<file path="src/core/eac_pkg.sv">
`default_nettype none

package eac_pkg;

    // Register offsets
    localparam logic [7:0] OFF_DATA  = 8'h08;
    localparam logic [7:0] OFF_ADDR  = 8'h09;
    localparam logic [7:0] OFF_CTRL  = 8'h88;
    localparam logic [7:0] OFF_KEY   = 8'h89;

    // Control register field positions
    localparam int BIT_RD    = 0;
    localparam int BIT_WR    = 1;
    localparam int BIT_WRITE_ENABLE_BIT  = 2;
    localparam int BIT_WERR  = 3;
    localparam int BIT_DONE  = 4;
    localparam int CTRL_BITS = 5;

    // Reset values
    localparam logic [7:0] DATA_RST   = 8'h00;
    localparam logic [7:0] ADDR_RST   = 8'h00;
    localparam logic [7:0] CELL_ERASE = 8'hFF;
    localparam logic [7:0] READ_ZERO  = 8'h00;

    // Unlock key bytes
    localparam logic [7:0] KEY_FIRST  = 8'h55;
    localparam logic [7:0] KEY_SECOND = 8'hAA;

    // Array geometry
    localparam int ARRAY_DEPTH = 64;
    localparam int IDX_W       = 6;

    // Power-up hold-off
    localparam int CLK_HZ         = 125_000_000;
    localparam int POWER_UP_DELAY_TIMER_MS        = 72;
    localparam int POWER_UP_DELAY_TIMER_CYCLES    = POWER_UP_DELAY_TIMER_MS * (CLK_HZ / 1000);
    localparam int POWER_UP_DELAY_TIMER_CNT_W     = 24;

    // Write cycle length in clock cycles
    localparam int WRITE_CYCLES   = 2000;
    localparam int WCNT_W         = 16;

    // Address lies inside the implemented array
    function automatic logic idx_ok(input logic [7:0] addr);
        idx_ok = (addr[7:IDX_W] == 2'b00);
    endfunction : idx_ok

endpackage : eac_pkg

`default_nettype wire

</file>
<file path="src/core/eac_cell_array.sv">
`timescale 1ns/1ns
`default_nettype none

module eac_cell_array
(
    // Clock and reset
    input  wire logic       sys_clk,
    input  wire logic       sys_rst,
    input  wire logic       ce,
    // Read port
    input  wire logic [5:0] rd_idx,
    output logic      [7:0] rd_byte,
    // Write port
    input  wire logic       wr_en,
    input  wire logic [5:0] wr_idx,
    input  wire logic [7:0] wr_byte
);

    logic [7:0] mem_ff [eac_pkg::ARRAY_DEPTH];

    always_ff @(posedge sys_clk or posedge sys_rst)
    begin
        if (sys_rst)
        begin
            for (int i = 0; i < eac_pkg::ARRAY_DEPTH; i++)
            begin
                mem_ff[i] <= eac_pkg::CELL_ERASE;
            end
        end
        else if (ce && wr_en)
        begin
            mem_ff[wr_idx] <= wr_byte;
        end
    end

    assign rd_byte = mem_ff[rd_idx];

endmodule : eac_cell_array

`default_nettype wire

</file>
<file path="src/core/eac_top.sv">
`timescale 1ns/1ns
`default_nettype none

// Overview of operation
// - Control register has five bits; upper three read as zero.
// - Software can set read and write start bits but never clear them.
// - Hardware clears read start after read, write start after write cycle.
// - Power-up forces write enable to zero.
// - External or watchdog reset during a write sets the abort error bit.
// - Data and address registers keep their values across such a reset.
// - Write completion sets the done flag; only software or a power-on, external or watchdog reset clears it.
// - Unlock port stores nothing, reads zero, writes only advance the key.
// - Read start loads data register from array, valid next cycle.
// - Data register holds a read value until next read or software write.
// - Write starts only after 55h, AAh to unlock port, then write start.
// - Write start is blocked while write enable is zero.
// - Hardware never clears write enable by itself.
// - Clearing write enable during a write leaves the cycle untouched.
// - Done flag serves as pollable status and as interrupt request.
// - Writes are refused while the power-up hold-off timer runs.
// - Code protection does not affect plain CPU reads and writes.
// - Array holds 64 bytes; address upper two bits must be zero.
// - Each byte write erases the location before programming it.
// - An internal timer sets each write cycle's duration.

module eac_top
#(
    parameter int POWER_UP_DELAY_TIMER_CYCLES  = eac_pkg::POWER_UP_DELAY_TIMER_CYCLES,
    parameter int WRITE_CYCLES = eac_pkg::WRITE_CYCLES
)
(
    // Clock, reset, enable
    input  wire logic       sys_clk,
    input  wire logic       sys_rst,
    input  wire logic       ce,
    // Non-power-on resets
    input  wire logic       ext_reset_req,
    input  wire logic       wdt_reset_req,
    // Register port
    input  wire logic [7:0] cpu_addr,
    input  wire logic       cpu_wr,
    input  wire logic       cpu_rd,
    input  wire logic [7:0] cpu_wdata,
    output logic      [7:0] cpu_rdata,
    // Status
    output logic            program_done_flag,
    output logic            write_busy
);

    // Control register bits
    logic                          rd_go_ff;
    logic                          wr_go_ff;
    logic                          write_enable_bit_ff;
    logic                          werr_ff;
    logic                          done_ff;
    // Data path registers
    logic [7:0]                    data_ff;
    logic [7:0]                    addr_ff;
    logic [7:0]                    wlat_addr_ff;
    logic [7:0]                    wlat_data_ff;
    logic [7:0]                    rdata_ff;
    // Timers
    logic [eac_pkg::WCNT_W-1:0]    wcnt_ff;
    logic [eac_pkg::POWER_UP_DELAY_TIMER_CNT_W-1:0] power_up_delay_timer_cnt_ff;
    logic                          power_up_delay_timer_done_ff;

    logic       soft_rst;
    logic       acc;
    logic       wr_data;
    logic       wr_addr;
    logic       wr_ctrl;
    logic       wr_key;
    logic       armed;
    logic       start_wr;
    logic       wr_finish;
    logic [7:0] rd_byte;
    logic [7:0] rd_val;
    logic [7:0] ctrl_view;
    logic       arr_wr_en;
    logic [5:0] arr_wr_idx;
    logic [7:0] arr_wr_byte;

    assign soft_rst = ext_reset_req | wdt_reset_req;
    assign acc      = cpu_wr | cpu_rd;
    assign wr_data  = cpu_wr && cpu_addr == eac_pkg::OFF_DATA;
    assign wr_addr  = cpu_wr && cpu_addr == eac_pkg::OFF_ADDR;
    assign wr_ctrl  = cpu_wr && cpu_addr == eac_pkg::OFF_CTRL;
    assign wr_key   = cpu_wr && cpu_addr == eac_pkg::OFF_KEY;

    // Write start qualification
    assign start_wr = wr_ctrl && cpu_wdata[eac_pkg::BIT_WR] && !wr_go_ff
                      && write_enable_bit_ff
                      && armed
                      && power_up_delay_timer_done_ff
                      && !soft_rst;

    assign wr_finish = wr_go_ff && wcnt_ff == '0 && !soft_rst;

    // Out-of-range addresses read as zero
    assign rd_val = eac_pkg::idx_ok(addr_ff) ? rd_byte : eac_pkg::READ_ZERO;

    assign ctrl_view = {3'b000, done_ff, werr_ff, write_enable_bit_ff, wr_go_ff, rd_go_ff};

    eac_unlock u_unlock
    (
        .sys_clk  (sys_clk),
        .sys_rst  (sys_rst),
        .ce       (ce),
        .clr      (soft_rst),
        .acc      (acc),
        .key_wr   (wr_key),
        .key_data (cpu_wdata),
        .armed    (armed)
    );

    // Erase at start, program at finish
    always_comb
    begin
        arr_wr_en   = 1'b0;
        arr_wr_idx  = wlat_addr_ff[5:0];
        arr_wr_byte = wlat_data_ff;
        if (start_wr && eac_pkg::idx_ok(addr_ff))
        begin
            arr_wr_en   = 1'b1;
            arr_wr_idx  = addr_ff[5:0];
            arr_wr_byte = eac_pkg::CELL_ERASE;
        end
        else if (wr_finish && eac_pkg::idx_ok(wlat_addr_ff))
        begin
            arr_wr_en   = 1'b1;
        end
    end

    eac_cell_array u_array
    (
        .sys_clk (sys_clk),
        .sys_rst (sys_rst),
        .ce      (ce),
        .rd_idx  (addr_ff[5:0]),
        .rd_byte (rd_byte),
        .wr_en   (arr_wr_en),
        .wr_idx  (arr_wr_idx),
        .wr_byte (arr_wr_byte)
    );

    // Power-up hold-off timer
    always_ff @(posedge sys_clk or posedge sys_rst)
    begin
        if (sys_rst)
        begin
            power_up_delay_timer_cnt_ff  <= '0;
            power_up_delay_timer_done_ff <= 1'b0;
        end
        else if (ce && !power_up_delay_timer_done_ff)
        begin
            if (power_up_delay_timer_cnt_ff == eac_pkg::POWER_UP_DELAY_TIMER_CNT_W'(POWER_UP_DELAY_TIMER_CYCLES - 1))
                power_up_delay_timer_done_ff <= 1'b1;
            else
                power_up_delay_timer_cnt_ff <= power_up_delay_timer_cnt_ff + 1'b1;
        end
    end

    // Read start bit
    always_ff @(posedge sys_clk or posedge sys_rst)
    begin
        if (sys_rst)
            rd_go_ff <= 1'b0;
        else if (ce)
        begin
            if (soft_rst)
                rd_go_ff <= 1'b0;
            else if (rd_go_ff)
                rd_go_ff <= 1'b0;
            else if (wr_ctrl && cpu_wdata[eac_pkg::BIT_RD])
                rd_go_ff <= 1'b1;
        end
    end

    // Write start bit and write cycle timer
    always_ff @(posedge sys_clk or posedge sys_rst)
    begin
        if (sys_rst)
        begin
            wr_go_ff     <= 1'b0;
            wcnt_ff      <= '0;
            wlat_addr_ff <= eac_pkg::ADDR_RST;
            wlat_data_ff <= eac_pkg::DATA_RST;
        end
        else if (ce)
        begin
            if (soft_rst)
                wr_go_ff <= 1'b0;
            else if (start_wr)
            begin
                wr_go_ff     <= 1'b1;
                wcnt_ff      <= eac_pkg::WCNT_W'(WRITE_CYCLES - 1);
                wlat_addr_ff <= addr_ff;
                wlat_data_ff <= data_ff;
            end
            else if (wr_finish)
                wr_go_ff <= 1'b0;
            else if (wr_go_ff)
                wcnt_ff <= wcnt_ff - 1'b1;
        end
    end

    // Write enable: software only
    always_ff @(posedge sys_clk or posedge sys_rst)
    begin
        if (sys_rst)
            write_enable_bit_ff <= 1'b0;
        else if (ce)
        begin
            if (soft_rst)
                write_enable_bit_ff <= 1'b0;
            else if (wr_ctrl)
                write_enable_bit_ff <= cpu_wdata[eac_pkg::BIT_WRITE_ENABLE_BIT];
        end
    end

    // Abort error bit
    always_ff @(posedge sys_clk or posedge sys_rst)
    begin
        if (sys_rst)
            werr_ff <= 1'b0;
        else if (ce)
        begin
            if (soft_rst && wr_go_ff)
                werr_ff <= 1'b1;
            else if (wr_ctrl && !soft_rst)
                werr_ff <= cpu_wdata[eac_pkg::BIT_WERR];
        end
    end

    // Done flag, set beats clear
    always_ff @(posedge sys_clk or posedge sys_rst)
    begin
        if (sys_rst)
            done_ff <= 1'b0;
        else if (ce)
        begin
            if (soft_rst)
                done_ff <= 1'b0;
            else if (wr_finish)
                done_ff <= 1'b1;
            else if (wr_ctrl)
                done_ff <= cpu_wdata[eac_pkg::BIT_DONE];
        end
    end

    // Address register survives non-power-on resets
    always_ff @(posedge sys_clk or posedge sys_rst)
    begin
        if (sys_rst)
            addr_ff <= eac_pkg::ADDR_RST;
        else if (ce && wr_addr)
            addr_ff <= cpu_wdata;
    end

    // Data register: read load beats software write
    always_ff @(posedge sys_clk or posedge sys_rst)
    begin
        if (sys_rst)
            data_ff <= eac_pkg::DATA_RST;
        else if (ce)
        begin
            if (rd_go_ff && !soft_rst)
                data_ff <= rd_val;
            else if (wr_data)
                data_ff <= cpu_wdata;
        end
    end

    // Read data return
    always_ff @(posedge sys_clk or posedge sys_rst)
    begin
        if (sys_rst)
            rdata_ff <= eac_pkg::READ_ZERO;
        else if (ce && cpu_rd)
        begin
            unique case (cpu_addr)
                eac_pkg::OFF_DATA: rdata_ff <= data_ff;
                eac_pkg::OFF_ADDR: rdata_ff <= addr_ff;
                eac_pkg::OFF_CTRL: rdata_ff <= ctrl_view;
                default:           rdata_ff <= eac_pkg::READ_ZERO;
            endcase
        end
    end

    assign cpu_rdata         = rdata_ff;
    assign program_done_flag = done_ff;
    assign write_busy        = wr_go_ff;

    ctrl_upper_zero_a: assert property (@(posedge sys_clk) disable iff (sys_rst)
        (ce && cpu_rd && cpu_addr == eac_pkg::OFF_CTRL)
        |=> cpu_rdata[7:eac_pkg::CTRL_BITS] == 3'b000
            && cpu_rdata[eac_pkg::BIT_WR] == $past(wr_go_ff))
        else $error("control read shows wrong upper bits or write state");

    key_read_zero_a: assert property (@(posedge sys_clk) disable iff (sys_rst)
        (ce && cpu_rd && cpu_addr == eac_pkg::OFF_KEY) |=> cpu_rdata == 8'h00)
        else $error("unlock port read not zero");

    go_hold_a: assert property (@(posedge sys_clk) disable iff (sys_rst)
        (wr_go_ff && wcnt_ff != '0 && !soft_rst) |=> wr_go_ff)
        else $error("write start bit dropped before cycle end");

    start_needs_write_enable_bit_a: assert property (@(posedge sys_clk) disable iff (sys_rst)
        $rose(wr_go_ff) |-> $past(write_enable_bit_ff) && $past(armed) && $past(power_up_delay_timer_done_ff))
        else $error("write started without enable, key or hold-off end");

    write_done_a: assert property (@(posedge sys_clk) disable iff (sys_rst)
        (ce && wr_finish) |=> done_ff && !wr_go_ff)
        else $error("write end did not set done and clear start");

    done_sticky_a: assert property (@(posedge sys_clk) disable iff (sys_rst)
        (done_ff && !soft_rst && !(wr_ctrl && !cpu_wdata[eac_pkg::BIT_DONE])) |=> done_ff)
        else $error("done flag cleared by hardware");

    abort_err_a: assert property (@(posedge sys_clk) disable iff (sys_rst)
        (ce && soft_rst && wr_go_ff) |=> werr_ff && !wr_go_ff && $stable(addr_ff))
        else $error("aborted write not flagged");

    read_load_a: assert property (@(posedge sys_clk) disable iff (sys_rst)
        (ce && rd_go_ff && !soft_rst) |=> data_ff == $past(rd_val) && !rd_go_ff)
        else $error("read did not load data register");

    write_enable_bit_keep_a: assert property (@(posedge sys_clk) disable iff (sys_rst)
        (write_enable_bit_ff && !soft_rst && !wr_ctrl) |=> write_enable_bit_ff)
        else $error("write enable cleared by hardware");

    write_enable_bit_clear_keeps_a: assert property (@(posedge sys_clk) disable iff (sys_rst)
        (ce && wr_go_ff && wcnt_ff != '0 && !soft_rst && wr_ctrl
         && !cpu_wdata[eac_pkg::BIT_WRITE_ENABLE_BIT]) |=> wr_go_ff)
        else $error("clearing write enable stopped the write");

    abort_keeps_data_a: assert property (@(posedge sys_clk) disable iff (sys_rst)
        (ce && soft_rst && !wr_data) |=> $stable(data_ff))
        else $error("data register changed on abort reset");

endmodule : eac_top

`default_nettype wire

</file>
<file path="src/core/eac_unlock.sv">
`timescale 1ns/1ns
`default_nettype none

module eac_unlock
(
    // Clock and reset
    input  wire logic       sys_clk,
    input  wire logic       sys_rst,
    input  wire logic       ce,
    input  wire logic       clr,
    // Register access view
    input  wire logic       acc,
    input  wire logic       key_wr,
    input  wire logic [7:0] key_data,
    // Status
    output logic            armed
);

    typedef enum logic [1:0] {ST_IDLE, ST_FIRST, ST_ARMED} eac_unlock_st_t;

    eac_unlock_st_t state_ff;
    eac_unlock_st_t nxt_state;

    always_comb
    begin
        nxt_state = state_ff;
        unique case (state_ff)
            ST_IDLE:
            begin
                if (key_wr && key_data == eac_pkg::KEY_FIRST)
                    nxt_state = ST_FIRST;
            end
            ST_FIRST:
            begin
                if (key_wr && key_data == eac_pkg::KEY_SECOND)
                    nxt_state = ST_ARMED;
                else if (acc)
                    nxt_state = ST_IDLE;
            end
            ST_ARMED:
            begin
                // Next access either uses or breaks the key
                if (acc)
                    nxt_state = ST_IDLE;
            end
            default: nxt_state = ST_IDLE;
        endcase
    end

    always_ff @(posedge sys_clk or posedge sys_rst)
    begin
        if (sys_rst)
            state_ff <= ST_IDLE;
        else if (ce)
            state_ff <= clr ? ST_IDLE : nxt_state;
    end

    assign armed = (state_ff == ST_ARMED);

    arm_order_a: assert property (@(posedge sys_clk) disable iff (sys_rst)
        (ce && !clr && state_ff == ST_FIRST && !(key_wr && key_data == eac_pkg::KEY_SECOND)
         && acc) |=> state_ff == ST_IDLE)
        else $error("unlock tracker kept state after broken order");

endmodule : eac_unlock

`default_nettype wire

</file>
<file path="config.mk">
export PLATFORM = sky130hd
export DESIGN_NAME = eac_top
export DESIGN_NICKNAME = d
export VERILOG_FILES = /design/src/core/eac_pkg.sv /design/src/core/eac_cell_array.sv /design/src/core/eac_top.sv /design/src/core/eac_unlock.sv
export SDC_FILE = /design/constraint.sdc
export NUM_CORES = 1
export LEC_CHECK = 0
export BUFFER_PORTS_ARGS = -buffer_cell sky130_fd_sc_hd__buf_2
export CAP_MARGIN = 20
export CORE_UTILIZATION = 65
export CTS_BUF_LIST = sky130_fd_sc_hd__clkbuf_4
export CTS_CLUSTER_DIAMETER = 80
export CTS_CLUSTER_SIZE = 30
export DETAILED_ROUTE_END_ITERATION = 16
export HOLD_SLACK_MARGIN = 0.02
export PLACE_DENSITY = 0.82
export SYNTH_ARGS = -nofsm -noshare
export SYNTH_HDL_FRONTEND = slang
export SYNTH_HIERARCHICAL = 1
export SYNTH_SLANG_ARGS = --single-unit
</file>
<file path="constraint.sdc">
create_clock -name sys_clk -period 14.1 [get_ports sys_clk]
set_input_delay 2.82 -clock sys_clk [delete_from_list [all_inputs] [get_ports sys_clk]]
set_output_delay 2.82 -clock sys_clk [all_outputs]
set_load 0.02 [all_outputs]
</file>
# [Word-level counts from Yosys, hierarchy flattened]
# Cells that the tools add are included.
[totals] ff_bits=600 input_bits=23 out_inout_bits=10
[op_classes] magnitude_cmp=3 n_addsub=2 n_mux=35 bitwise=6 n_reduce_logical=48 n_eq_ne=11
[op_table] op="$bwmux 512" n=1
[op_table] op="$mux 8" n=7
[op_table] op="$bmux 8 s6" n=1
[op_table] op="$demux 8 s6" n=1
[op_table] op="$mux 16" n=3
[op_table] op="$logic_and 1x1->1" n=25
[op_table] op="$add 24x1->24 const B" n=1
[op_table] op="$eq 24x24->1 const B" n=1
[op_table] op="$eq 8x8->1 const B" n=3
[op_table] op="$pmux 8 s3" n=1
[op_table] op="$eq 8x4->1 const B" n=2
[op_table] op="$logic_not 16->1" n=1
[op_table] op="$reduce_and 2->1" n=8
[op_table] op="$sub 16x1->16 const B" n=1
[op_table] op="$mux 1" n=15
[op_table] op="$ge 7x7->1 const B" n=2
[op_table] op="$not 6->7" n=2
[op_table] op="$eq 8x7->1 const B" n=1
[op_table] op="$mux 2" n=4
[op_table] op="$reduce_bool 2->1" n=4
[op_table] op="$lt 7x1->1 const B" n=1
[op_table] op="$logic_not 2->1" n=3
[op_table] op="$mux 6" n=1
[op_table] op="$pmux 2 s3" n=1
[op_table] op="10 further kinds" n=15

# [Logic depth before layout (Yosys ltp)]
# Gate-level depths: netlist (run 1).
[depth] ltp_word=16 ltp_mapped=12 mapped_depth_nobuf=11

# [By module]
# Netlist (run 1), hierarchy kept.
[modules_own_cells] module="eac_cell_array" cells_per_inst=1511 n_inst=1 area_each_um2=24185.7
[modules_own_cells] module="eac_top" cells_per_inst=395 n_inst=1 area_each_um2=4347.9
[modules_own_cells] module="eac_unlock" cells_per_inst=18 n_inst=1 area_each_um2=197.7

# [Worst setup path after synthesis (run 1)]
# No wires, ideal clock.
[synth_path] path_type="in2reg" start="in cpu_addr[1]" end="reg u_array/mem_ff[392] (netlist bit)" arrival_time_ps=5690 required_time_ps=14018 path_slack_ps=8328 cell_stages=9 setup_time_ps=82 path_cell_list="nor4b_2 > nand4_1 > nor4_2 > clkbuf_1 > mux2_2 > or3b_2 > clkbuf_1 > nor2_2 > mux2_2"
[synth_between] elab_chain_cells=16 word_cells_on_any_way=20 classes_between="order compare (2); eq/ne (1); mux (6); bitwise (1); reduce/logical (10)"
[synth_rtl] element="start, declared" line="eac_top.sv:40" source="input wire logic [7:0] cpu_addr,"
[synth_rtl] element="$eq 8x8->1 *" line="eac_top.sv:87" source="assign wr_ctrl = cpu_wr && cpu_addr == eac_pkg::OFF_CTRL;"
[synth_rtl] element="$logic_and 1x1->1 *" line="eac_top.sv:87"
[synth_rtl] element="$logic_and 1x1->1 * (2 in a row)" line="eac_top.sv:91" source="assign start_wr = wr_ctrl && cpu_wdata[eac_pkg::BIT_WR] && !wr_go_ff"
[synth_rtl] element="$logic_and 1x1->1 *" line="eac_top.sv:92" source="&& write_enable_bit_ff"
[synth_rtl] element="$logic_and 1x1->1 *" line="eac_top.sv:93" source="&& armed"
[synth_rtl] element="$logic_and 1x1->1 *" line="eac_top.sv:94" source="&& power_up_delay_timer_done_ff"
[synth_rtl] element="$logic_and 1x1->1 *" line="eac_top.sv:95" source="&& !soft_rst;"
[synth_rtl] element="$logic_and 1x1->1 *" line="eac_top.sv:122" source="if (start_wr && eac_pkg::idx_ok(addr_ff))"
[synth_rtl] element="$mux 6 *" line="eac_top.sv:122"
[synth_rtl] element="net arr_wr_idx[4]" line="eac_top.sv:80" source="logic [5:0] arr_wr_idx;"
[synth_rtl] element="$not 6->7 (implied by the code) *" line="eac_cell_array.sv:32" source="mem_ff[wr_idx] <= wr_byte;"
[synth_rtl] element="$ge 7x7->1 (implied by the code) or $lt 7x1->1 (tied branches)" line="eac_cell_array.sv:32"
[synth_rtl] element="$logic_and 1x1->1 (implied by the code)" line="eac_cell_array.sv:32"
[synth_rtl] element="$mux 8 (implied by the code)" line="eac_cell_array.sv:32"
[synth_rtl] element="$demux 8 s6 *" line="eac_cell_array.sv:32"
[synth_rtl] element="$bwmux 512 *" line="eac_cell_array.sv:32"
[synth_rtl] element="end signal, assigned by index" line="eac_cell_array.sv:27" source="mem_ff[i] <= eac_pkg::CELL_ERASE;"
[synth_rtl] element="end signal, assigned by index" line="eac_cell_array.sv:32"
[synth_rtl] element="end, declared" line="eac_cell_array.sv:19" source="logic [7:0] mem_ff [eac_pkg::ARRAY_DEPTH];"
# Mark *: on every way through the listed nets, which the timed path passes. The rest lies on a longest branch.
# A chain may end at the register's enable or synchronous reset.

# [Worst setup path after layout (run 1)]
[layout_path] start="in wdt_reset_req" end="reg u_array/mem_ff[203] (netlist bit)"
[layout_between] word_cells_on_any_way=18 classes_between="order compare (2); mux (7); bitwise (2); reduce/logical (7)"
[layout_rtl] element="start, declared" line="eac_top.sv:38" source="input wire logic wdt_reset_req,"
[layout_rtl] element="$or 1x1->1 *" line="eac_top.sv:83" source="assign soft_rst = ext_reset_req | wdt_reset_req;"
[layout_rtl] element="net soft_rst" line="eac_top.sv:67" source="logic soft_rst;"
[layout_rtl] element="$logic_not 1->1 *" line="eac_top.sv:95, eac_top.sv:97"
[layout_rtl] element="$logic_and 1x1->1" line="eac_top.sv:97" source="assign wr_finish = wr_go_ff && wcnt_ff == '0 && !soft_rst;"
[layout_rtl] element="$logic_and 1x1->1" line="eac_top.sv:128" source="else if (wr_finish && eac_pkg::idx_ok(wlat_addr_ff))"
[layout_rtl] element="$mux 1" line="eac_top.sv:128"
[layout_rtl] element="$mux 1 *" line="eac_top.sv:122"
[layout_rtl] element="net arr_wr_en" line="eac_top.sv:79" source="logic arr_wr_en;"
[layout_rtl] element="$logic_and 1x1->1 *" line="eac_cell_array.sv:30" source="else if (ce && wr_en)"
# Marked as above.

==> flow_summary_export.csv, run 1 <==
group,metric,value,unit
flow_run,maxCapViolCount,0,
placed_design,gp_congestion,0.8749,
sta,finalSetupViolCount,0,
placed_design,post-place-ws,7201,ps
setup_path,cp.required,14970,ps
logic_synthesis,synth.cell_area,28730,um^2
logic_synthesis,ys_ff_latch,600,
setup_path,ff2ff_setup_slack,9550,ps
power,p_leak,11.74,nW
floorplan,die_y,212.2,um
global_route,grt_pass1_wl,102.4,mm
setup_path,rr_endpoint,"u_array/mem_ff[203]$_DFFE_PP1P_",
outcome,status,"finished, final reports clean",
floorplan,die_w,212.2,um
power,max-vdd-ir-drop,0.08936,mV
clock_tree,insertion_delay,930,ps
global_route,gr-usage-all-layers,29.79,%
clock_tree,path_clk_slew,240,ps
clock_tree,numCtsBuffers,29,
setup_path,cp-end-kind,"flop",
detailed_routing,drt_first_pass_iters,5,
logic_synthesis,ys_warn_count,6,
sta,clock_skew,47.33,ps
detailed_routing,drt_iter0_markers,1492,
worst_hold_path,hp-class,"reg -> reg",
logic_synthesis,syn_inst,1924,
logic_synthesis,yosysSeqAreaShare,54.49,%
worst_hold_path,hold_path_end,"power_up_delay_timer_cnt_ff[23]$_DFFE_PP0P_",
clock_tree,cts_setup_buffers,0,
sta,fmax,165.7,MHz
sta,relSlewSlack,32.07,%
layout,syn_to_final_growth,3.741,%
logic_synthesis,synth_enable_flop_cells,0,
global_route,antenna_found_initial,2,
floorplan,placementRows,76,
placed_design,dp_hpwl,41.23,mm
clock_tree,clockBufferDepth,3,
clock_tree,htree_levels,1,
sta,period_minus_slack,6037,ps
logic_synthesis,async_flop_share,100.0,%
floorplan,core-area,43360,um^2
clock_tree,post_cts_resized,0,
setup_path,cp.arrival,6910,ps
sta,finalWorstSetupSlack,8063,ps
worst_hold_path,hold_start,"power_up_delay_timer_cnt_ff[23]$_DFFE_PP0P_",
detailed_routing,wl_per_cell,26.05,um
detailed_routing,wirelength,64.92,mm
worst_hold_path,hold_path_depth,1,
power,power.density,87.33,nW/um^2
logic_synthesis,synth_nets,1950,
clock_tree,cts_tree,"done",
placed_design,dpl_cell_area,29220,um^2
setup_path,crit_slowest_cell,"nor3_1",
clock_tree,cts_hold_buf,0,
detailed_routing,vias,16600,
placed_design,portBuffers,32,
sta,rsz0062_at_grt,"false",
sta,fin_tns_setup,0,ps
global_route,gr-total-overflow,0,
sta,worstMarginPinSlew,1016,ps
detailed_routing,postRouteAntennaNets,0,
setup_path,critical_path.max_fanout,12,
sta,slew_violations,0,
sta,finalCritPeriodShare,42.81,%
clock_tree,cts_sinks,600,
sta,hold_slack,509.0,ps
layout,fillers,2971,
setup_path,r2r-start,"u_unlock/state_ff[0]$_DFFE_PP0P_",
logic_synthesis,synth-main-ff-cell,"dfstp_2",
setup_path,crit_type,"in -> reg",
setup_path,cp_slowest_stage_delay,780,ps
floorplan,pin_count,33,
detailed_routing,post_drt_via_cell_ratio,6.660,
layout,finish.instance_area,29810,um^2
setup_path,start_kind,"input pin",
setup_path,crit_path_cell_trace,"buf_2, nor2_1, clkinv_1, nor3_1, nand2_1, o41ai_1, nand2_1, nor2_1, nand3_1, nor2_2, mux2_2",
floorplan,initial_core_util,66.26,%
logic_synthesis,synth_cell_types,77,
layout,final_layout_size_suffix_gt1_share,72.76,%
floorplan,dieArea,45050,um^2
detailed_routing,drc_errors,0,
global_route,grt_pass1_vias,17410,
setup_path,worst_r2r_path_depth,11,
global_route,grt_max_degree,149,
clock_tree,clockRootBuffer,"clkbuf_4",
logic_synthesis,avgSynthCellArea,14.93,um^2
layout,nNetsFinal,1909,
sta,hold_viol_final,0,
metrics by stage:
| stage | std cells | total power [mW] | util (%) |
|---|---|---|---|
| floorplan | 1924 | 1.844 | - |
| global placement | 2435 | 1.876 | 67.39 |
| detailed placement | 2435 | 1.881 | 67.39 |
| CTS | 2488 | 2.625 | 68.60 |
| global route | 2492 | 2.695 | 68.74 |
| finish | 2492 | 2.603 | 68.74 |
routing by layer:
layer	GRT usage [%]	wire length [um]
met4	8.807	1881
met1	42.66	27760
met2	48.03	31530
met5	0	0
met3	4.047	3750
synth_stat cells, drive strengths merged, types with 4 or more instances:
master / n / area share, %
a211o: 4 / 0.13
a211oi: 14 / 0.37
a21o: 8 / 0.21
a21oi: 8 / 0.14
a221oi: 7 / 0.21
a22o: 7 / 0.21
a22oi: 10 / 0.26
a31oi: 4 / 0.087
and2: 5 / 0.11
and3: 10 / 0.22
and4: 5 / 0.15
and4b: 4 / 0.14
buf: 55 / 1.1
clkbuf: 77 / 1.0
dfrtp: 88 / 7.7
dfstp: 512 / 47
inv: 12 / 0.16
mux2: 556 / 22
mux2i: 35 / 1.2
mux4: 121 / 9.5
nand2: 61 / 0.80
nand3: 21 / 0.38
nand4: 13 / 0.30
nor2: 75 / 1.4
nor2b: 16 / 0.35
nor3: 17 / 0.31
nor3b: 9 / 0.25
nor4: 9 / 0.32
nor4bb: 4 / 0.14
o21ai: 21 / 0.37
o221ai: 12 / 0.37
o22ai: 26 / 0.57
o2bb2ai: 8 / 0.24
o31ai: 6 / 0.16
or2: 11 / 0.24
or3: 5 / 0.11
or3b: 4 / 0.12
or4: 6 / 0.20
xnor2: 19 / 0.58
xor2: 5 / 0.15
registers in the layout, summed over array words and instances, names as in the netlist:
| name | cells |
|---|---|
| data_ff | 8 |
| power_up_delay_timer_done_ff | 1 |
| werr_ff | 1 |
| rd_go_ff | 1 |
| cpu_rdata | 8 |
| u_unlock/state_ff | 2 |
| write_enable_bit_ff | 1 |
| wcnt_ff | 16 |
| program_done_flag | 1 |
| power_up_delay_timer_cnt_ff | 24 |
| wlat_addr_ff | 8 |
| addr_ff | 8 |
| wlat_data_ff | 8 |
| write_busy | 1 |
| u_array/mem_ff | 512 |
kinds of logic (layout without fill, tap and decap cells):
| group | Yosys count | in the layout | share of synthesized area, % |
|---|---|---|---|
| XOR/XNOR | 24 | 24 | 0.7316 |
| AO/OA/AOI/OAI | 148 | 148 | 3.750 |
| buffers and inverters | 145 | 126 | 2.317 |
| flip-flops | 600 | 600 | 54.49 |
| other | 0 | 2 | 0 |
| AND/OR/NAND/NOR | 292 | 292 | 6.088 |
| multiplexers | 712 | 712 | 32.50 |
| adder cells (fa/ha/maj) | 3 | 3 | 0.1307 |
worst max-delay path, delay by kind of cell:
kind | cells | cell delay, ps
AO/OA/AOI/OAI | 1 | 140
buffers and inverters | 2 | 510
AND/OR/NAND/NOR | 7 | 3030
multiplexers | 1 | 400
placed cells by master (no fill, tap or decap), types with 9 or more instances in the layout:
| cell type | count |
|---|---|
| o22ai_1 | 26 |
| nor2_1 | 26 |
| nand2_1 | 61 |
| clkbuf_4 | 33 |
| nor2b_1 | 16 |
| a22oi_1 | 10 |
| buf_4 | 26 |
| or2_2 | 11 |
| mux4_2 | 121 |
| dfstp_2 | 512 |
| o221ai_1 | 12 |
| dfrtp_1 | 85 |
| a211oi_1 | 14 |
| inv_1 | 9 |
| xnor2_1 | 19 |
| nor2_2 | 49 |
| mux2_2 | 555 |
| o21ai_0 | 20 |
| mux2i_1 | 35 |
| and3_1 | 10 |
| nand3_1 | 20 |
| nor3_1 | 16 |
| buf_2 | 32 |
| nand4_1 | 12 |
report_power, final:
group | switching, mW | total, mW | internal (mW)
registers | 0.0169 | 1.76 | 1.74
clock network | 0.559 | 0.742 | 0.183
logic | 0.0687 | 0.0996 | 0.0308
cell type report:
cell class | count | area [um^2] | share of cell area [%]
diodes | 2 | 5.005 | 0.01679
clock buffers | 33 | 247.7 | 0.8312
clock inverters | 20 | 276.5 | 0.9277
inverters | 13 | 57.56 | 0.1931
multi-input cells | 1179 | 12410 | 41.64
flip-flops and latches | 600 | 15670 | 52.56
well taps | 585 | 732.0 | 2.456
repair buffers | 60 | 410.4 | 1.377
how the worst max path moves through the flow:
stage | startpoint | end | slack (ps)
final | wdt_reset_req | u_array/mem_ff[203]$_DFFE_PP1P_ | 8060
after floorplan | sys_rst | u_array/mem_ff[0]$_DFFE_PP1P_ | 1740
after global placement | cpu_addr[0] | u_array/mem_ff[201]$_DFFE_PP1P_ | 7280
after CTS | cpu_addr[0] | u_array/mem_ff[333]$_DFFE_PP1P_ | 8210
after global routing | cpu_addr[0] | u_array/mem_ff[203]$_DFFE_PP1P_ | 7870
after detailed placement | cpu_addr[0] | u_array/mem_ff[207]$_DFFE_PP1P_ | 7200
Note: power is estimated with default switching activity, not from simulation.
==> inputs of run 2 (changes only) <==
Clock period 14.1 ns to 6 ns, I/O delays scaled along.
==> flow_summary_export.csv, run 2 (synthesized netlist as in run 1, its figures left out) <==
group,metric,value,unit
placed_design,gp_congestion,0.8757,
layout,syn_to_final_growth,4.072,%
clock_tree,cts_setup_buffers,0,
global_route,grt_max_degree,199,
clock_tree,clockRootBuffer,"clkbuf_4",
flow_run,maxCapViolCount,0,
floorplan,initial_core_util,66.26,%
global_route,grt_pass1_wl,101.0,mm
sta,worstMarginPinSlew,1067,ps
layout,final_common_cell,"mux2_2",
sta,slew_violations,0,
setup_path,crit_type,"reg -> reg",
sta,period_minus_slack,3967,ps
sta,finalCritPeriodShare,66.12,%
clock_tree,post_cts_resized,0,
placed_design,portBuffers,32,
sta,fmax,252.1,MHz
floorplan,placementRows,76,
sta,relSlewSlack,28.86,%
clock_tree,insertion_delay,950,ps
global_route,antenna_found_initial,1,
floorplan,die_y,212.2,um
layout,reg_top3,"u_array/mem_ff: 512 flops, power_up_delay_timer_cnt_ff: 24 flops, wcnt_ff: 16 flops",
placed_design,dpl_cell_area,29300,um^2
floorplan,dieArea,45050,um^2
sta,fin_tns_setup,0,ps
setup_path,cp.required,6860,ps
clock_tree,clockBufferDepth,3,
floorplan,core-area,43360,um^2
power,power.density,205.9,nW/um^2
setup_path,critical_path.max_fanout,8,
detailed_routing,drt_iter0_markers,1586,
power,p_leak,11.76,nW
clock_tree,path_clk_slew,290,ps
detailed_routing,wl_per_cell,25.89,um
layout,finish.instance_area,29900,um^2
setup_path,cp-end-kind,"flop",
sta,hold_viol_final,0,
clock_tree,cts_tree,"done",
layout,final_cell_mix,"mux2_2, dfstp_2, mux4_2, dfrtp_1, nand2_1",
worst_hold_path,hp-class,"in -> async",
detailed_routing,post_drt_via_cell_ratio,6.705,
global_route,gr-usage-all-layers,29.31,%
global_route,gr-total-overflow,0,
floorplan,die_w,212.2,um
setup_path,crit_path_cell_trace,"or4_1, nor2_1, nand4_1, o41ai_1, nand2_1, nor2_1, nand2_1, nor2_2, mux2_2",
power,max-vdd-ir-drop,0.2176,mV
layout,final_layout_size_suffix_gt1_share,72.66,%
clock_tree,cts_hold_buf,0,
clock_tree,htree_levels,1,
detailed_routing,postRouteAntennaNets,0,
layout,largest_register_ffs,512,
detailed_routing,drt_first_pass_iters,6,
layout,nNetsFinal,1912,
setup_path,start_kind,"flop",
detailed_routing,vias,16730,
detailed_routing,drc_errors,0,
sta,rsz0062_at_grt,"false",
sta,finalSetupViolCount,0,
sta,clock_skew,88.76,ps
outcome,status,"finished, final reports clean",
clock_tree,cts_sinks,600,
global_route,grt_pass1_vias,16920,
detailed_routing,wirelength,64.60,mm
setup_path,crit_slowest_cell,"nor2_2",
placed_design,dp_hpwl,40.83,mm
layout,largest_register,"u_array/mem_ff",
floorplan,pin_count,33,
setup_path,cp.arrival,4830,ps
clock_tree,numCtsBuffers,30,
setup_path,cp_slowest_stage_delay,680,ps
-- run 2: cell count changes in the layout (fill, tap and decap cells not counted), sizes merged --
cell,delta
buf,+2
clkbuf,-1
clkinv,+6
clkinvlp,+1
diode,-1
inv,-4
-- run 2: cell type report --
class / instances / area, um^2
multi-input cells: 1179 / 12410
fillers: 2989 / 13460
flip-flops and latches: 600 / 15670
diodes: 1 / 2.502
clock inverters: 23 / 315.3
well taps: 585 / 732.0
inverters: 13 / 53.80
repair buffers: 62 / 480.5
clock buffers: 32 / 240.2
-- run 2: path summary, 6_finish.rpt --
| check | start | to | slack [ps] | cells past startpoint |
|---|---|---|---|---|
| worst max register to register | wcnt_ff[9]$_DFFE_PP0P_ | u_array/mem_ff[109]$_DFFE_PP1P_ | 2030 | 9 |
| worst max-delay path | wcnt_ff[9]$_DFFE_PP0P_ | u_array/mem_ff[109]$_DFFE_PP1P_ | 2030 | 9 |
| min in group sys_clk | power_up_delay_timer_cnt_ff[23]$_DFFE_PP0P_ | power_up_delay_timer_cnt_ff[23]$_DFFE_PP0P_ | 500 | 1 |
| worst min register to register | power_up_delay_timer_cnt_ff[23]$_DFFE_PP0P_ | power_up_delay_timer_cnt_ff[23]$_DFFE_PP0P_ | 500 | 1 |
| max in group asynchronous | sys_rst | u_array/mem_ff[395]$_DFFE_PP1P_ | 4180 | 4 |
| worst min-delay path | sys_rst | u_unlock/state_ff[0]$_DFFE_PP0P_ | 110 | 2 |
-- run 2: worst max-delay path, delay by kind of cell (launching register included) --
kind | cells | cell delay [ps]
simple gates | 7 | 2440
compound gates | 1 | 630
flops | 1 | 480
mux | 1 | 410
-- run 2: where the power goes --
part           internal [mW]  leakage, nW  switching, mW
clock                  0.433        0.290           1.35
sequential              4.10         6.46         0.0405
combinational         0.0738         5.01          0.160
-- run 2: metal layers --
metal | global-route usage, % | vias to the layer above | wire length, um
li1 | - | 7112 | -
met1 | 43.41 | 8977 | 28150
met2 | 46.38 | 530 | 31110
met3 | 3.456 | 110 | 3492
met4 | 8.013 | 0 | 1849
met5 | 0 | - | 0
-- run 2: stage by stage --
stage          total power, mW  std cells  worst slack, ps  utilization, %  hold WS (ps)
6_report                 6.156       2495             2033           68.96         113.5
5_1_grt                  6.365       2495             1816           68.96         50.96
4_1_cts                  6.211       2492             2049           68.84         55.56
3_5_place_dp             4.422       2437             1193           67.56         470.3
2_1_floorplan            4.337       1924            85.35               -         438.2
3_3_place_gp             4.411       2437             1323           67.56         456.6
==> inputs of run 3 (changes only) <==
Clock period 6 ns to 4.1 ns, I/O delays scaled along.
==> flow_summary_export.csv, run 3 (synthesized netlist as in run 1, its figures left out) <==
group,metric,value,unit
outcome,status,"finished, final reports clean",
setup_path,worst_r2r_path_depth,9,
layout,syn_to_final_growth,5.783,%
sta,fmax,278.3,MHz
clock_tree,clockBufferDepth,3,
clock_tree,numCtsBuffers,30,
sta,worstMarginPinSlew,958.8,ps
sta,period_minus_slack,3594,ps
floorplan,dieArea,45050,um^2
layout,nNetsFinal,1968,
flow_run,maxCapViolCount,0,
setup_path,crit_path_cell_trace,"or4_1, nor2_1, nand4_1, o41ai_1, and3_1, nor3b_1, buf_4, nand4_2, mux2_2",
placed_design,portBuffers,32,
floorplan,core-area,43360,um^2
setup_path,path_delay_family,"simple AND/OR/NAND/NOR gates",
global_route,grt_max_degree,115,
layout,final_cell_mix,"mux2_2, dfstp_2, mux4_2, dfrtp_1, buf_4",
setup_path,critPathBufInv,1,
sta,finalCritPeriodShare,87.65,%
global_route,grt_pass1_vias,17470,
placed_design,place_inst,2494,
floorplan,placementRows,76,
floorplan,die_y,212.2,um
sta,finalSetupViolCount,0,
placed_design,dpl_cell_area,29890,um^2
sta,hold_viol_final,0,
power,max-vdd-ir-drop,0.3051,mV
floorplan,pin_count,33,
worst_hold_path,hold_path_depth,2,
sta,slew_violations,0,
layout,largest_register_ffs,512,
setup_path,crit_slowest_cell,"or4_1",
layout,reg_top3,"u_array/mem_ff: 512 flops, power_up_delay_timer_cnt_ff: 24 flops, wcnt_ff: 16 flops",
global_route,grt_pass1_wl,102.6,mm
clock_tree,clockRootBuffer,"clkbuf_4",
detailed_routing,postRouteAntennaNets,0,
detailed_routing,drc_errors,0,
sta,clock_skew,74.08,ps
setup_path,cp_slowest_stage_delay,570,ps
power,p_leak,12.07,nW
detailed_routing,wirelength,64.76,mm
setup_path,start_kind,"flop",
power,power.density,292.9,nW/um^2
global_route,gr-usage-all-layers,29.78,%
global_route,antenna_found_initial,2,
setup_path,cp.required,4980,ps
sta,rsz0062_at_grt,"false",
clock_tree,cts_sinks,600,
placed_design,gp_congestion,0.8994,
placed_design,dp_hpwl,42.86,mm
layout,largest_register,"u_array/mem_ff",
layout,instances_no_fill,2550,
layout,fillers,2825,
setup_path,cp.arrival,4470,ps
global_route,gr-total-overflow,0,
worst_hold_path,hp-class,"in -> reg",
clock_tree,insertion_delay,930,ps
clock_tree,htree_levels,1,
detailed_routing,drt_first_pass_iters,6,
sta,fin_tns_setup,0,ps
sta,relSlewSlack,35.59,%
floorplan,die_w,212.2,um
setup_path,path_depth,9,
layout,final_common_cell,"mux2_2",
clock_tree,cts_tree,"done",
detailed_routing,wl_per_cell,25.40,um
setup_path,crit_type,"reg -> reg",
clock_tree,cts_setup_buffers,0,
setup_path,cp-end-kind,"flop",
layout,finish.instance_area,30390,um^2
detailed_routing,vias,16840,
setup_path,critical_path.max_fanout,8,
floorplan,initial_core_util,66.26,%
layout,final_layout_size_suffix_gt1_share,73.46,%
detailed_routing,drt_iter0_markers,1425,
detailed_routing,post_drt_via_cell_ratio,6.605,
clock_tree,path_clk_slew,250,ps
[run 3: per-layer routing]
layer / part of all wire, % / vias up / track usage, %
met3: 5.8 / 134 / 4.372
met5: 0.020 / - / 0
met2: 47 / 505 / 47.03
met1: 44 / 8992 / 43.33
met4: 3.2 / 2 / 8.757
li1: - / 7210 / -
[run 3: final timing paths]
path	startpoint	endpoint	slack [ps]
min in group asynchronous	sys_rst	u_unlock/state_ff[0]$_DFFE_PP0P_	320
hold reg to reg	power_up_delay_timer_cnt_ff[23]$_DFFE_PP0P_	power_up_delay_timer_cnt_ff[23]$_DFFE_PP0P_	500
hold / removal	cpu_wdata[7]	addr_ff[7]$_DFFE_PP0P_	220
setup / recovery	wcnt_ff[9]$_DFFE_PP0P_	u_array/mem_ff[51]$_DFFE_PP1P_	510
setup reg to reg	wcnt_ff[9]$_DFFE_PP0P_	u_array/mem_ff[51]$_DFFE_PP1P_	510
max in group asynchronous	sys_rst	u_array/mem_ff[92]$_DFFE_PP1P_	2360
[run 3: per-stage QoR]
stage                     power (mW)  setup WS [ps]  util [%]  hold WS (ps)
after floorplan                6.347          -1435         -         438.2
after global placement         6.474          132.6     68.92         462.8
after detailed placement       6.486          115.7     68.92         479.8
after CTS                      8.981          606.1     70.08         157.4
after global routing           9.210          428.8     70.09         180.1
final                          8.902          506.2     70.09         216.3
[run 3: timing repair]
action                                  4_1_cts  5_1_grt
endpoints found under the setup margin        0        0
hold buffers                                  1        0
resized for setup                             0        0
hold endpoints to repair                      2        0
[run 3: power by group]
part | internal, mW | leakage, nW | switching [mW]
Combinational | 0.116 | 5.34 | 0.236
Clock | 0.518 | 0.271 | 1.98
Sequential | 6.00 | 6.46 | 0.0588
[run 3: cell type report]
type,count,area [um^2],area share (%)
flip-flops and latches,600,15670,51.55
multi-input cells,1179,12410,40.83
repair buffers,118,1033,3.400
well taps,585,732.0,2.408
clock inverters,21,251.5,0.8275
clock buffers,32,240.2,0.7904
inverters,13,53.80,0.1770
diodes,2,5.005,0.01647
